`config.mk`:
```
export PLATFORM = sky130hd
export DESIGN_NAME = ccc_capture_control
export DESIGN_NICKNAME = d
export VERILOG_FILES = /design/src/hdl/ccc_pkg.sv /design/src/hdl/ccc_capture_control.sv
export SDC_FILE = /design/constraint.sdc
export NUM_CORES = 1
export LEC_CHECK = 0
export BUFFER_PORTS_ARGS = -buffer_cell sky130_fd_sc_hd__buf_2
export CAP_MARGIN = 20
export CORE_MARGIN = 4
export CORE_UTILIZATION = 61
export DETAILED_ROUTE_END_ITERATION = 8
export GPL_ROUTABILITY_DRIVEN = 0
export PLACE_DENSITY_LB_ADDON = 0.2
export SLEW_MARGIN = 20
export SYNTH_ARGS = -nofsm -noshare
export SYNTH_HDL_FRONTEND = slang
export SYNTH_SLANG_ARGS = --single-unit
```
`constraint.sdc`:
```
create_clock -name clk -period 4.5 [get_ports clk]
set_input_delay 0.9 -clock clk [delete_from_list [all_inputs] [get_ports clk]]
set_output_delay 0.9 -clock clk [all_outputs]
set_load 0.02 [all_outputs]
```
`src/hdl/ccc_pkg.sv`:
```
// constants for the four-channel capture control block
// assumes a single 125 MHz clock and an AXI4-Lite register bus
package ccc_pkg;

  localparam int          CCC_CHANNELS      = 4;
  localparam logic [7:0]  CCC_OFF_CONTROL   = 8'h04;
  localparam logic [7:0]  CCC_OFF_COUNTER   = 8'h0C;
  localparam logic [7:0]  CCC_OFF_CAPTURE0  = 8'h10;
  localparam logic [31:0] CCC_CONTROL_RESET = 32'h0000_0000;
  localparam logic [31:0] CCC_CONTROL_MASK  = 32'hE7E7_E7E7;
  localparam logic [31:0] CCC_COUNTER_RESET = 32'h0000_0000;
  localparam int          CCC_LANE_BITS     = 8;
  localparam int          CCC_SEL_LSB       = 5;
  localparam int          CCC_SKIP_BIT      = 2;
  localparam int          CCC_EDGE_LSB      = 0;
  localparam logic [1:0]  CCC_EDGE_FALL     = 2'h0;
  localparam logic [1:0]  CCC_EDGE_RISE     = 2'h1;
  localparam logic [1:0]  CCC_EDGE_BOTH     = 2'h2;
  localparam logic [1:0]  CCC_EDGE_OFF      = 2'h3;
  localparam logic [1:0]  CCC_RESP_OKAY     = 2'h0;
  localparam logic [1:0]  CCC_RESP_SLVERR   = 2'h2;
  // filter: input must hold for this many filter-clock ticks
  localparam logic [1:0]  CCC_FILTER_TICKS  = 2'h3;

  typedef enum logic [2:0] {
    CCC_IDLE = 3'h1,
    CCC_BUSY = 3'h2,
    CCC_RESP = 3'h4
  } ccc_bus_state_t;

endpackage

```
`src/hdl/ccc_capture_control.sv`:
```
// capture control register for channels 0 to 3, counter, capture registers
// assumes capture inputs already synchronous to clk and an AXI4-Lite master
//
// What this block does
// - edge code: fall, rise, both, disabled
// - selected edge copies counter into capture
// - skip bit routes input around filter
// - three-bit filter clock select per channel
// - channel 3 fields at 31:29, 26, 25:24
// - channel 2 fields at 23:21, 18, 17:16
// - channel 1 fields at 15:13, 10, 9:8
// - channel 0 fields at 7:5, 2, 1:0
// - 32-bit counter from zero, wraps around
//
// Local design decision: the AXI4-Lite register port.
`timescale 1ns/1ps

module ccc_capture_control
  import ccc_pkg::*;
(
  input  wire logic        clk,
  input  wire logic        sys_rst,
  input  wire logic [3:0]  capture_in,
  input  wire logic [7:0]  filter_tick,
  input  wire logic [7:0]  s_axi_awaddr,
  input  wire logic        s_axi_awvalid,
  output logic             s_axi_awready,
  input  wire logic [31:0] s_axi_wdata,
  input  wire logic [3:0]  s_axi_wstrb,
  input  wire logic        s_axi_wvalid,
  output logic             s_axi_wready,
  output logic [1:0]       s_axi_bresp,
  output logic             s_axi_bvalid,
  input  wire logic        s_axi_bready,
  input  wire logic [7:0]  s_axi_araddr,
  input  wire logic        s_axi_arvalid,
  output logic             s_axi_arready,
  output logic [31:0]      s_axi_rdata,
  output logic [1:0]       s_axi_rresp,
  output logic             s_axi_rvalid,
  input  wire logic        s_axi_rready,
  output logic [3:0]       capture_event
);

  // ----------------------------------------------------------------
  // register state
  // ----------------------------------------------------------------
  typedef struct packed {
    logic [31:0]      control;
    logic [31:0]      counter;
    logic [3:0][31:0] capture;
    logic [3:0]       level;
    logic [3:0][1:0]  stable;
    logic [3:0]       prev;
    logic [3:0]       event_out;
    logic             aw_held;
    logic [7:0]       aw_addr;
    logic             w_held;
    logic [31:0]      w_data;
    logic [3:0]       w_strb;
    logic             b_valid;
    logic [1:0]       b_resp;
    logic             r_valid;
    logic [31:0]      r_data;
    logic [1:0]       r_resp;
  } ccc_state_t;

  ccc_state_t st_reg;
  ccc_state_t st_next;

  // ----------------------------------------------------------------
  // edge qualification
  // ----------------------------------------------------------------
  function automatic logic ccc_edge_hit(input logic [1:0] mode, input logic old_v,
                                        input logic new_v);
    logic hit;
    hit = 1'b0;
    case (mode)
      CCC_EDGE_FALL: hit = old_v & ~new_v;
      CCC_EDGE_RISE: hit = ~old_v & new_v;
      CCC_EDGE_BOTH: hit = old_v ^ new_v;
      default:       hit = 1'b0;
    endcase
    return hit;
  endfunction

  logic [3:0] chan_in;
  logic [3:0] tick_sel;
  logic [3:0] chan_skip;
  logic [3:0][1:0] chan_edge;

  genvar g;
  generate
    for (g = 0; g < CCC_CHANNELS; g++) begin : g_chan
      localparam int BASE = g * CCC_LANE_BITS;
      logic [2:0] sel;
      // lane layout puts channel n in byte n
      assign sel          = st_reg.control[BASE + CCC_SEL_LSB +: 3];
      assign chan_skip[g] = st_reg.control[BASE + CCC_SKIP_BIT];
      assign chan_edge[g] = st_reg.control[BASE + CCC_EDGE_LSB +: 2];
      assign tick_sel[g]  = filter_tick[sel];
      assign chan_in[g]   = chan_skip[g] ? capture_in[g] : st_reg.level[g];
    end
  endgenerate

  logic [7:0] wr_addr;
  logic [31:0] wr_mask;
  logic        do_write;
  logic        do_read;

  always_comb begin
    st_next = st_reg;
    wr_addr = st_reg.aw_held ? st_reg.aw_addr : s_axi_awaddr;
    wr_mask = {{8{st_reg.w_held ? st_reg.w_strb[3] : s_axi_wstrb[3]}},
               {8{st_reg.w_held ? st_reg.w_strb[2] : s_axi_wstrb[2]}},
               {8{st_reg.w_held ? st_reg.w_strb[1] : s_axi_wstrb[1]}},
               {8{st_reg.w_held ? st_reg.w_strb[0] : s_axi_wstrb[0]}}};
    do_write = (st_reg.aw_held | s_axi_awvalid) & (st_reg.w_held | s_axi_wvalid)
               & ~st_reg.b_valid;
    do_read  = s_axi_arvalid & ~st_reg.r_valid;

    // ----------------------------------------------------------------
    // counter, filter and capture
    // ----------------------------------------------------------------
    st_next.counter = st_reg.counter + 32'h0000_0001;
    st_next.prev    = chan_in;
    for (int i = 0; i < CCC_CHANNELS; i++) begin
      if (capture_in[i] == st_reg.level[i]) begin
        st_next.stable[i] = 2'h0;
      end else if (tick_sel[i]) begin
        if (st_reg.stable[i] == CCC_FILTER_TICKS - 2'h1) begin
          st_next.level[i]  = capture_in[i];
          st_next.stable[i] = 2'h0;
        end else begin
          st_next.stable[i] = st_reg.stable[i] + 2'h1;
        end
      end
      st_next.event_out[i] = ccc_edge_hit(chan_edge[i], st_reg.prev[i], chan_in[i]);
      if (st_next.event_out[i]) begin
        st_next.capture[i] = st_reg.counter;
      end
    end

    // ----------------------------------------------------------------
    // write channel
    // ----------------------------------------------------------------
    // a pending response refuses address and data, so nothing is latched then
    if (s_axi_awvalid & ~st_reg.aw_held & ~st_reg.b_valid & ~do_write) begin
      st_next.aw_held = 1'b1;
      st_next.aw_addr = s_axi_awaddr;
    end
    if (s_axi_wvalid & ~st_reg.w_held & ~st_reg.b_valid & ~do_write) begin
      st_next.w_held = 1'b1;
      st_next.w_data = s_axi_wdata;
      st_next.w_strb = s_axi_wstrb;
    end
    if (do_write) begin
      st_next.aw_held = 1'b0;
      st_next.w_held  = 1'b0;
      st_next.b_valid = 1'b1;
      st_next.b_resp  = CCC_RESP_OKAY;
      if (wr_addr[7:2] == CCC_OFF_CONTROL[7:2]) begin
        st_next.control = ((st_reg.control & ~wr_mask) |
                           ((st_reg.w_held ? st_reg.w_data : s_axi_wdata) & wr_mask))
                          & CCC_CONTROL_MASK;
      end else if (wr_addr[7:2] == CCC_OFF_COUNTER[7:2]) begin
        st_next.b_resp = CCC_RESP_OKAY;
      end else if (wr_addr[7:4] == CCC_OFF_CAPTURE0[7:4]) begin
        st_next.b_resp = CCC_RESP_OKAY;
      end else begin
        st_next.b_resp = CCC_RESP_SLVERR;
      end
    end else if (st_reg.b_valid & s_axi_bready) begin
      st_next.b_valid = 1'b0;
    end

    // ----------------------------------------------------------------
    // read channel
    // ----------------------------------------------------------------
    if (do_read) begin
      st_next.r_valid = 1'b1;
      st_next.r_resp  = CCC_RESP_OKAY;
      if (s_axi_araddr[7:2] == CCC_OFF_CONTROL[7:2]) begin
        st_next.r_data = st_reg.control;
      end else if (s_axi_araddr[7:2] == CCC_OFF_COUNTER[7:2]) begin
        st_next.r_data = st_reg.counter;
      end else if (s_axi_araddr[7:4] == CCC_OFF_CAPTURE0[7:4]) begin
        st_next.r_data = st_reg.capture[s_axi_araddr[3:2]];
      end else begin
        st_next.r_data = 32'h0000_0000;
        st_next.r_resp = CCC_RESP_SLVERR;
      end
    end else if (st_reg.r_valid & s_axi_rready) begin
      st_next.r_valid = 1'b0;
    end
  end

  // ----------------------------------------------------------------
  // register update
  // ----------------------------------------------------------------
  always_ff @(posedge clk) begin
    if (sys_rst) begin
      st_reg         <= '0;
      st_reg.control <= CCC_CONTROL_RESET;
      st_reg.counter <= CCC_COUNTER_RESET;
    end else begin
      st_reg <= st_next;
    end
  end

  // ----------------------------------------------------------------
  // bus outputs
  // ----------------------------------------------------------------
  assign s_axi_awready = ~st_reg.aw_held & ~st_reg.b_valid;
  assign s_axi_wready  = ~st_reg.w_held & ~st_reg.b_valid;
  assign s_axi_bvalid  = st_reg.b_valid;
  assign s_axi_bresp   = st_reg.b_resp;
  assign s_axi_arready = ~st_reg.r_valid;
  assign s_axi_rvalid  = st_reg.r_valid;
  assign s_axi_rdata   = st_reg.r_data;
  assign s_axi_rresp   = st_reg.r_resp;
  assign capture_event = st_reg.event_out;

endmodule

```
[Word-level counts from Yosys, hierarchy flattened]
Index checks and enable logic that the tools add are counted.
Word-level totals
  output and inout bits: 45
  bits of input ports: 71
  logic and storage cells: 163
  register bits after elaboration: 288
Cells by class
  bitwise operators: 48
  $lt $le $gt $ge: 5
  reductions and logical operators: 16
  equality and inequality tests: 22
  $add $sub $neg: 5
  mux-type cells: 41
Operators with widths (number)
  2-to-1 mux 32 bit: 5
  bitwise AND 32 bit: 2
  binary-select mux 32 bit (select 2 bit): 1
  adder 32 x 1 -> 32 bit (second input constant): 1
  NOT 32 bit: 1
  OR 32 bit: 1
  bitwise AND 1 bit: 21
  2-to-1 mux 2 bit: 10
  NOT 1 bit: 17
  equality test 2 bit (second input constant): 8
  < comparator 3 x 4 -> 1 bit (second input constant): 4
  2-to-1 mux 1 bit: 16
  binary-select mux 1 bit (select 3 bit): 4
  equality test 6 x 1 -> 1 bit (second input constant): 2
  equality test 6 x 2 -> 1 bit (second input constant): 2
  case mux 1 bit (3 select lines): 4
  AND reduction 3 bit: 4
  OR reduction 2 bit: 5
  adder 2 x 1 -> 2 bit (second input constant): 4
  equality test 2 x 1 -> 1 bit (second input constant): 4
  equality test 4 x 1 -> 1 bit (second input constant): 2
  logical NOT 2 bit: 4
  2-to-1 mux 8 bit: 1
  equality test 1 bit: 4
  other kinds (5): 10

[Depth between registers and ports, before layout]
Gate-level depths: netlist of the first run.
  depth after elaboration: 5
  gate-level depth with buffers: 8
  mapped depth without buffers: 7

[Least setup slack after synthesis of the first run]
Ideal clock, no wire load.
  path type: input to register
  start point: input port capture_in[1]
  end point: register st_reg[138] (netlist name)
  stages: 8
  setup slack: 1886 ps
  required time: 4372 ps
  arrival time: 2487 ps
  path through: mux2i_1 inv_1 ha_1 and2_1 o31ai_2 buf_4 mux2i_1 nor2_1
Between the ends
  longest elaborated chain between the ends: 4
RTL lines
  start, declared: line ccc_capture_control.sv:23  | input wire logic [3:0] capture_in,
  2-to-1 mux 1 bit *: line ccc_capture_control.sv:102  | assign chan_in[g] = chan_skip[g] ? capture_in[g] : st_reg.level[g];
  via chan_in[1]: line ccc_capture_control.sv:87  | logic [3:0] chan_in;
  NOT 1 bit: line ccc_capture_control.sv:79  | CCC_EDGE_FALL: hit = old_v & ~new_v;
  bitwise AND 1 bit: line ccc_capture_control.sv:79
  case mux 1 bit (3 select lines) *: line ccc_capture_control.sv:78  | case (mode)
  end signal, assigned: line ccc_capture_control.sv:207  | st_reg <= st_next;
  end, declared: line ccc_capture_control.sv:68  | ccc_state_t st_reg;
The timed path passes the listed nets; every way through them passes the cells marked *.
A chain may end at the register's enable or synchronous reset.

==> out/qor.csv, run 1 <==
metric,value,unit
die_area,23700,um^2
overflow,0,
num_rows,53,
initial_utilization,61.9,%
ios,116,
setup_violations,0,
worstMarginPinSlew,1.08,ns
path_max_fanout,32,
status,completed,
worstPathArrival,3.19,ns
vias_per_cell,6.45,
worstSkewPairLatency,0.55,ns
synthCells,1459,
routed_wl,35300,um
synthToLayoutAreaGrowth,9.13,%
grt_pass1_vias,10500,
post-place-ws,1.29,ns
diodes,0,
syn_avg_cell_area,8.91,um^2
finClkSkew,0.0228,ns
min_path_type,flip-flop to flip-flop,
synth_top_area_share,42.5,%
r2r_slack,1.76,ns
synth_flop_cell,dfxtp_1,
yosysSeqAreaShare,42.5,%
cts-root-buf,clkbuf_16,
dp_hpwl,21500,um
cts_resized,0,
power.density,367,nW/um^2
tritoncts,yes,
startpoint_type,flip-flop,
async_flop_share,0,%
period_minus_slack,2.74,ns
grt_pass1_wl,56000,um
fin_crit_sh,60.8,%
first_pass_iters,6,
criticalPathCategory,flip-flop to flip-flop,
whs_endpoint,s_axi_rdata[5]$_SDFFE_PP0P_,
finalSetupTns,0,ns
rsz0062_at_grt,no,
grt_max_degree,71,
clock_path_buffers,3,
yosys.area.top_type,dfxtp_1,
drv_slew,0,
vias,11200,
ys_seq_elements,276,
postRouteAntennaNets,0,
vdd.ir_drop.worst,284,uV
fmax,0.365,GHz
largest_reg_flops,212,
finalNetCount,1522,
hp-start,s_axi_rdata[5]$_SDFFE_PP0P_,
rr_worst_depth,7,
end_kind,flip-flop,
io_buffers,101,
design.core.area,21000,um^2
cts_made_buffers,29,
slew_headroom,28.2,%
synth.distinct_cells,54,
antenna_found_initial,0,
power.leakage,4.89,nW
reg2reg_to,st_reg[221]$_SDFFE_PP0P_,
cap_viol_max_count,0,
setup_slack,1.76,ns
dr.first_iter.drc_count,1078,
syn_area,13000,um^2
final_cell_count_no_fill,1734,
yosys-top-cells-area,"dfxtp_1 (42%), mux4_2 (6.8%), a21oi_1 (6.4%)",
post_cts_buffers,0,
die_width,154,um
dp_cells,1685,
required,4.95,ns
drive_above_1_share,17.7,%
grtUsageTotal,28.4,%
synth_warnings,0,
wl_per_cell,20.3,um
hold_violations,0,
die_y,154,um
htreeDepth,1,
hold_depth,2,
path_clk_slew,0.06,ns
synth_edf_count,0,
cts_sinks,276,
cts_hold_buf,0,
drc,0,
==> worst max path at each step <==
stage | from | to | slack, ns | cells past startpoint
finish | flip-flop | st_reg[221]$_SDFFE_PP0P_ | 1.76 | 7
global route | flip-flop | st_reg[221]$_SDFFE_PP0P_ | 1.60 | 7
CTS | flip-flop | st_reg[221]$_SDFFE_PP0P_ | 1.81 | 7
detailed placement | capture_in[3] | st_reg[200]$_SDFFE_PP0P_ | 1.29 | 8
global placement | capture_in[3] | st_reg[219]$_SDFFE_PP0P_ | 1.35 | 8
floorplan | capture_in[1] | st_reg[138]$_SDFFE_PP0P_ | 1.89 | 8
==> stage by stage <==
| step | total power [mW] | utilization (%) | area (um^2) | hold WS [ns] |
|---|---|---|---|---|
| 2_1_floorplan | 2.77 | - | 13000 | 0.426 |
| 3_3_place_gp | 2.86 | 62.9 | 13200 | 0.435 |
| 3_5_place_dp | 2.87 | 62.9 | 13200 | 0.440 |
| 4_1_cts | 5.23 | 67.4 | 14200 | 0.451 |
| 5_1_grt | 5.36 | 67.5 | 14200 | 0.475 |
| 6_report | 5.21 | 67.5 | 14200 | 0.452 |
==> placed cells by master (no fill, tap or decap), types with 18 or more instances in the layout <==
master       n
a21oi_1    162
nor2_1      83
a22oi_1     27
nor3_1      27
dfxtp_1    276
o21ai_0    111
inv_1       18
nand2_1    112
nor4_1      26
a31oi_1     24
mux2i_1     51
clkbuf_16   29
mux2_2      29
nand3_1    107
nand2b_1    34
buf_4       26
buf_2      100
mux4_2      39
o32ai_1     20
==> routing by layer <==
metal / up-vias / global-route usage [%] / part of all wire, %
met5: - / 0 / 0
met4: 0 / 10.2 / 3.4
met3: 97 / 3.57 / 7.4
met2: 483 / 45.6 / 46
met1: 5374 / 39.7 / 43
li1: 5225 / - / -
==> synthesized netlist by cell type (3+ instances only) <==
library cell    n
nand3_1       107
a22oi_1        27
a31oi_1        24
nor2_1         83
o41ai_1         4
nor2b_1         3
nor3_1         27
inv_1          18
and2_1          4
and3b_1         4
or3_1           9
mux2_2         29
nand4_1         8
and4_1          4
a21o_1          3
a32o_1          6
clkbuf_1       97
nand3b_1        7
o31ai_1        13
or4_1          13
mux2i_1        51
o21ai_0       111
nand2_1       112
buf_4          50
dfxtp_1       276
or3b_2          4
buf_1           4
xor2_1         13
o32ai_1        20
a21oi_1       165
ha_1            9
nor4_1         26
o211ai_1        8
buf_2          25
nand2b_1       34
mux4_2         39
==> cell families after synthesis <==
logic type               after synthesis  share of synthesized area (%)
adder cells (fa/ha/maj)                9                          0.866
buffers and inverters                195                           7.32
AND/OR/NAND/NOR                      454                           17.7
multiplexers                         119                           13.2
AO/OA/AOI/OAI                        390                           17.4
flip-flops                           276                           42.5
other                                  1                         0.0288
XOR/XNOR                              15                           1.01
==> layout make-up <==
cell class / count / area [um^2]
clock inverters: 7 / 91.3
well taps: 275 / 344
inverters: 18 / 67.6
fillers: 1713 / 6830
flip-flops and latches: 276 / 5530
clock buffers: 41 / 861
multi-input cells: 989 / 6580
repair buffers: 128 / 718
==> worst max-delay path, cell delays in order (launching register included) <==
cell and delay [ns]:
dfxtp_1 0.42, mux2i_1 0.43, inv_1 0.08, ha_1 0.27
nand2b_1 0.19, a21oi_4 0.83, o21ai_0 0.25, a21oi_1 0.18
==> where the power goes <==
group	switching [mW]	total (mW)	leakage [nW]	internal, mW
Sequential	0.0226	2.49	2.23	2.47
Clock	0.958	2.39	0.470	1.43
Combinational	0.212	0.328	2.19	0.116
Total	1.19	5.21	4.89	4.02
No activity file was read; power rests on OpenSTA's default activity.
==> inputs of run 2 (changes only) <==
CORE_UTILIZATION = 54   (was 61)
clock period = 2.3 ns   (was 4.5 ns; I/O delays follow)
==> run 2 against run 1 <==
Against the previous run:
- count of clock-buffer cells in the layout fell by 2
- die area rose by 12%
- worst hold slack got worse by 0.29 ns
- register-to-register slack got worse by 1.6 ns
- clock skew fell by 0.013 ns
- sequential share of layout area fell by 1.1 points
- clock power rose by 89%
==> out/qor.csv, run 2 (synthesis gave the netlist of run 1 again) <==
metric,value,unit,change
io_buffers,101,,unchanged
cts-root-buf,clkbuf_16,,unchanged
post-place-ws,0.0441,ns,was 1.29 ns
hold_violations,0,,unchanged
postRouteAntennaNets,0,,unchanged
antenna_found_initial,0,,unchanged
drive_above_1_share,18.9,%,was 17.7%
rsz0062_at_grt,no,,unchanged
ios,116,,unchanged
fin_crit_sh,91.8,%,was 60.8%
largest_reg_flops,212,,unchanged
status,completed,,unchanged
htreeDepth,1,,unchanged
setup_slack,0.188,ns,was 1.76 ns
synthToLayoutAreaGrowth,12.4,%,was 9.13%
worstSkewPairLatency,0.54,ns,was 0.55 ns
drv_slew,0,,unchanged
diodes,0,,unchanged
end_kind,flip-flop,,unchanged
first_pass_iters,5,,was 6
finalSetupTns,0,ns,unchanged
critPathSlowestCell,dfxtp_1,,was a21oi_4
design.core.area,23600,um^2,was 21000 um^2
num_rows,56,,was 53
cts_hold_buf,0,,unchanged
grt_max_degree,74,,was 71
path_buf_inv,2,,was 1
setup_violations,0,,unchanged
dp_hpwl,21900,um,was 21500 um
vias,11200,,about the same
die_area,26600,um^2,was 23700 um^2
die_width,163,um,was 154 um
routed_wl,36200,um,was 35300 um
finClkSkew,0.00946,ns,was 0.0228 ns
tritoncts,yes,,unchanged
required,2.71,ns,was 4.95 ns
crit_family,multiplexers,,was compound AO/OA/AOI/OAI gates
worstMarginPinSlew,0.939,ns,was 1.08 ns
finalNetCount,1550,,was 1522
grtUsageTotal,26.4,%,was 28.4%
wl_per_cell,20.1,um,was 20.3 um
criticalPathCategory,flip-flop to flip-flop,,unchanged
overflow,0,,unchanged
min_path_type,input port to flip-flop,,was flip-flop to flip-flop
cap_viol_max_count,0,,unchanged
vdd.ir_drop.worst,609,uV,was 284 uV
worstPathArrival,2.53,ns,was 3.19 ns
grt_pass1_wl,57400,um,was 56000 um
die_y,163,um,was 154 um
clock_path_buffers,3,,unchanged
startpoint_type,flip-flop,,unchanged
grt_pass1_vias,10600,,was 10500
crit_top_cell,mux2i_1,,
vias_per_cell,6.22,,was 6.45
power.density,689,nW/um^2,was 367 nW/um^2
path_max_fanout,33,,was 32
crit_chain,"mux2i_1, inv_1, ha_1, and2_1, o31ai_4, buf_12, mux2i_1, nor2_1",,"was mux2i_1, inv_1, ha_1, nand2b_1, a21oi_4, o21ai_0, a21oi_1"
cts_made_buffers,29,,unchanged
power.leakage,5.08,nW,was 4.89 nW
slew_headroom,37.4,%,was 28.2%
drc,0,,unchanged
mostFrequentLayoutCell,dfxtp_1,,unchanged
fmax,0.474,GHz,was 0.365 GHz
initial_utilization,55.1,%,was 61.9%
layout_common_cells,"dfxtp_1 (276), a21oi_1 (162), nand2_1 (112), o21ai_0 (111), nand3_1 (107)",,unchanged
max_stage_delay,0.38,ns,was 0.83 ns
path_clk_slew,0.06,ns,about the same
period_minus_slack,2.11,ns,was 2.74 ns
dr.first_iter.drc_count,893,,was 1078
cts_sinks,276,,unchanged
==> run 2: stage by stage <==
| step | total power [mW] | instance area, um^2 | util, % | cells | hold slack, ns |
|---|---|---|---|---|---|
| after detailed placement | 5.66 | 13700 | 58.1 | 1758 | 0.441 |
| after CTS | 10.1 | 14600 | 61.9 | 1802 | 0.150 |
| after floorplan | 5.43 | 13000 | - | 1460 | 0.426 |
| after global placement | 5.64 | 13700 | 58.1 | 1758 | 0.436 |
| after global routing | 10.4 | 14600 | 61.9 | 1802 | 0.163 |
| final | 10.1 | 14600 | 61.9 | 1802 | 0.160 |
==> run 2: worst paths after layout <==
| check | start | endpoint | slack [ns] | cells past startpoint |
|---|---|---|---|---|
| worst max register to register | flip-flop | st_reg[161]$_SDFFE_PP0P_ | 0.19 | 8 |
| worst min-delay path | s_axi_wdata[0] | st_reg[42]$_SDFFE_PP0P_ | 0.16 | 3 |
| worst min register to register | s_axi_rdata[20]$_SDFFE_PP0P_ | s_axi_rdata[20]$_SDFFE_PP0P_ | 0.45 | 2 |
| worst max-delay path | flip-flop | st_reg[161]$_SDFFE_PP0P_ | 0.19 | 8 |
==> run 2: layout make-up <==
| class | instances | area, um^2 |
|---|---|---|
| Clock buffer | 39 | 813 |
| Sequential cell | 276 | 5530 |
| Timing Repair Buffer | 156 | 1160 |
| Fill cell | 2023 | 9000 |
| Inverter | 18 | 67.6 |
| Tap cell | 319 | 399 |
| Multi-Input combinational cell | 989 | 6560 |
| Clock inverter | 5 | 78.8 |
==> run 2: repair_timing <==
action	CTS	global route
setup endpoints to repair	0	3
setup buffers	0	0
hold endpoints to repair	0	0
resized for setup	0	1
==> run 2: tightest hold or removal path, stage by stage <==
cell     delay (ns)
buf_2          0.10
nand2_1        0.05
a21oi_1        0.05
==> run 2: metal layers <==
metal,global-route usage (%),vias up,part of all wire (%)
met2,43.8,478,47
met1,36.5,5379,42
met5,0,-,0
li1,-,5281,-
met3,3.43,74,7.6
met4,7.85,0,2.9
==> run 2: where the power goes <==
group	switching (mW)	internal, mW	total [mW]
Sequential	0.0407	4.84	4.88
Combinational	0.430	0.254	0.684
Clock	1.85	2.66	4.51
Total	2.32	7.75	10.1
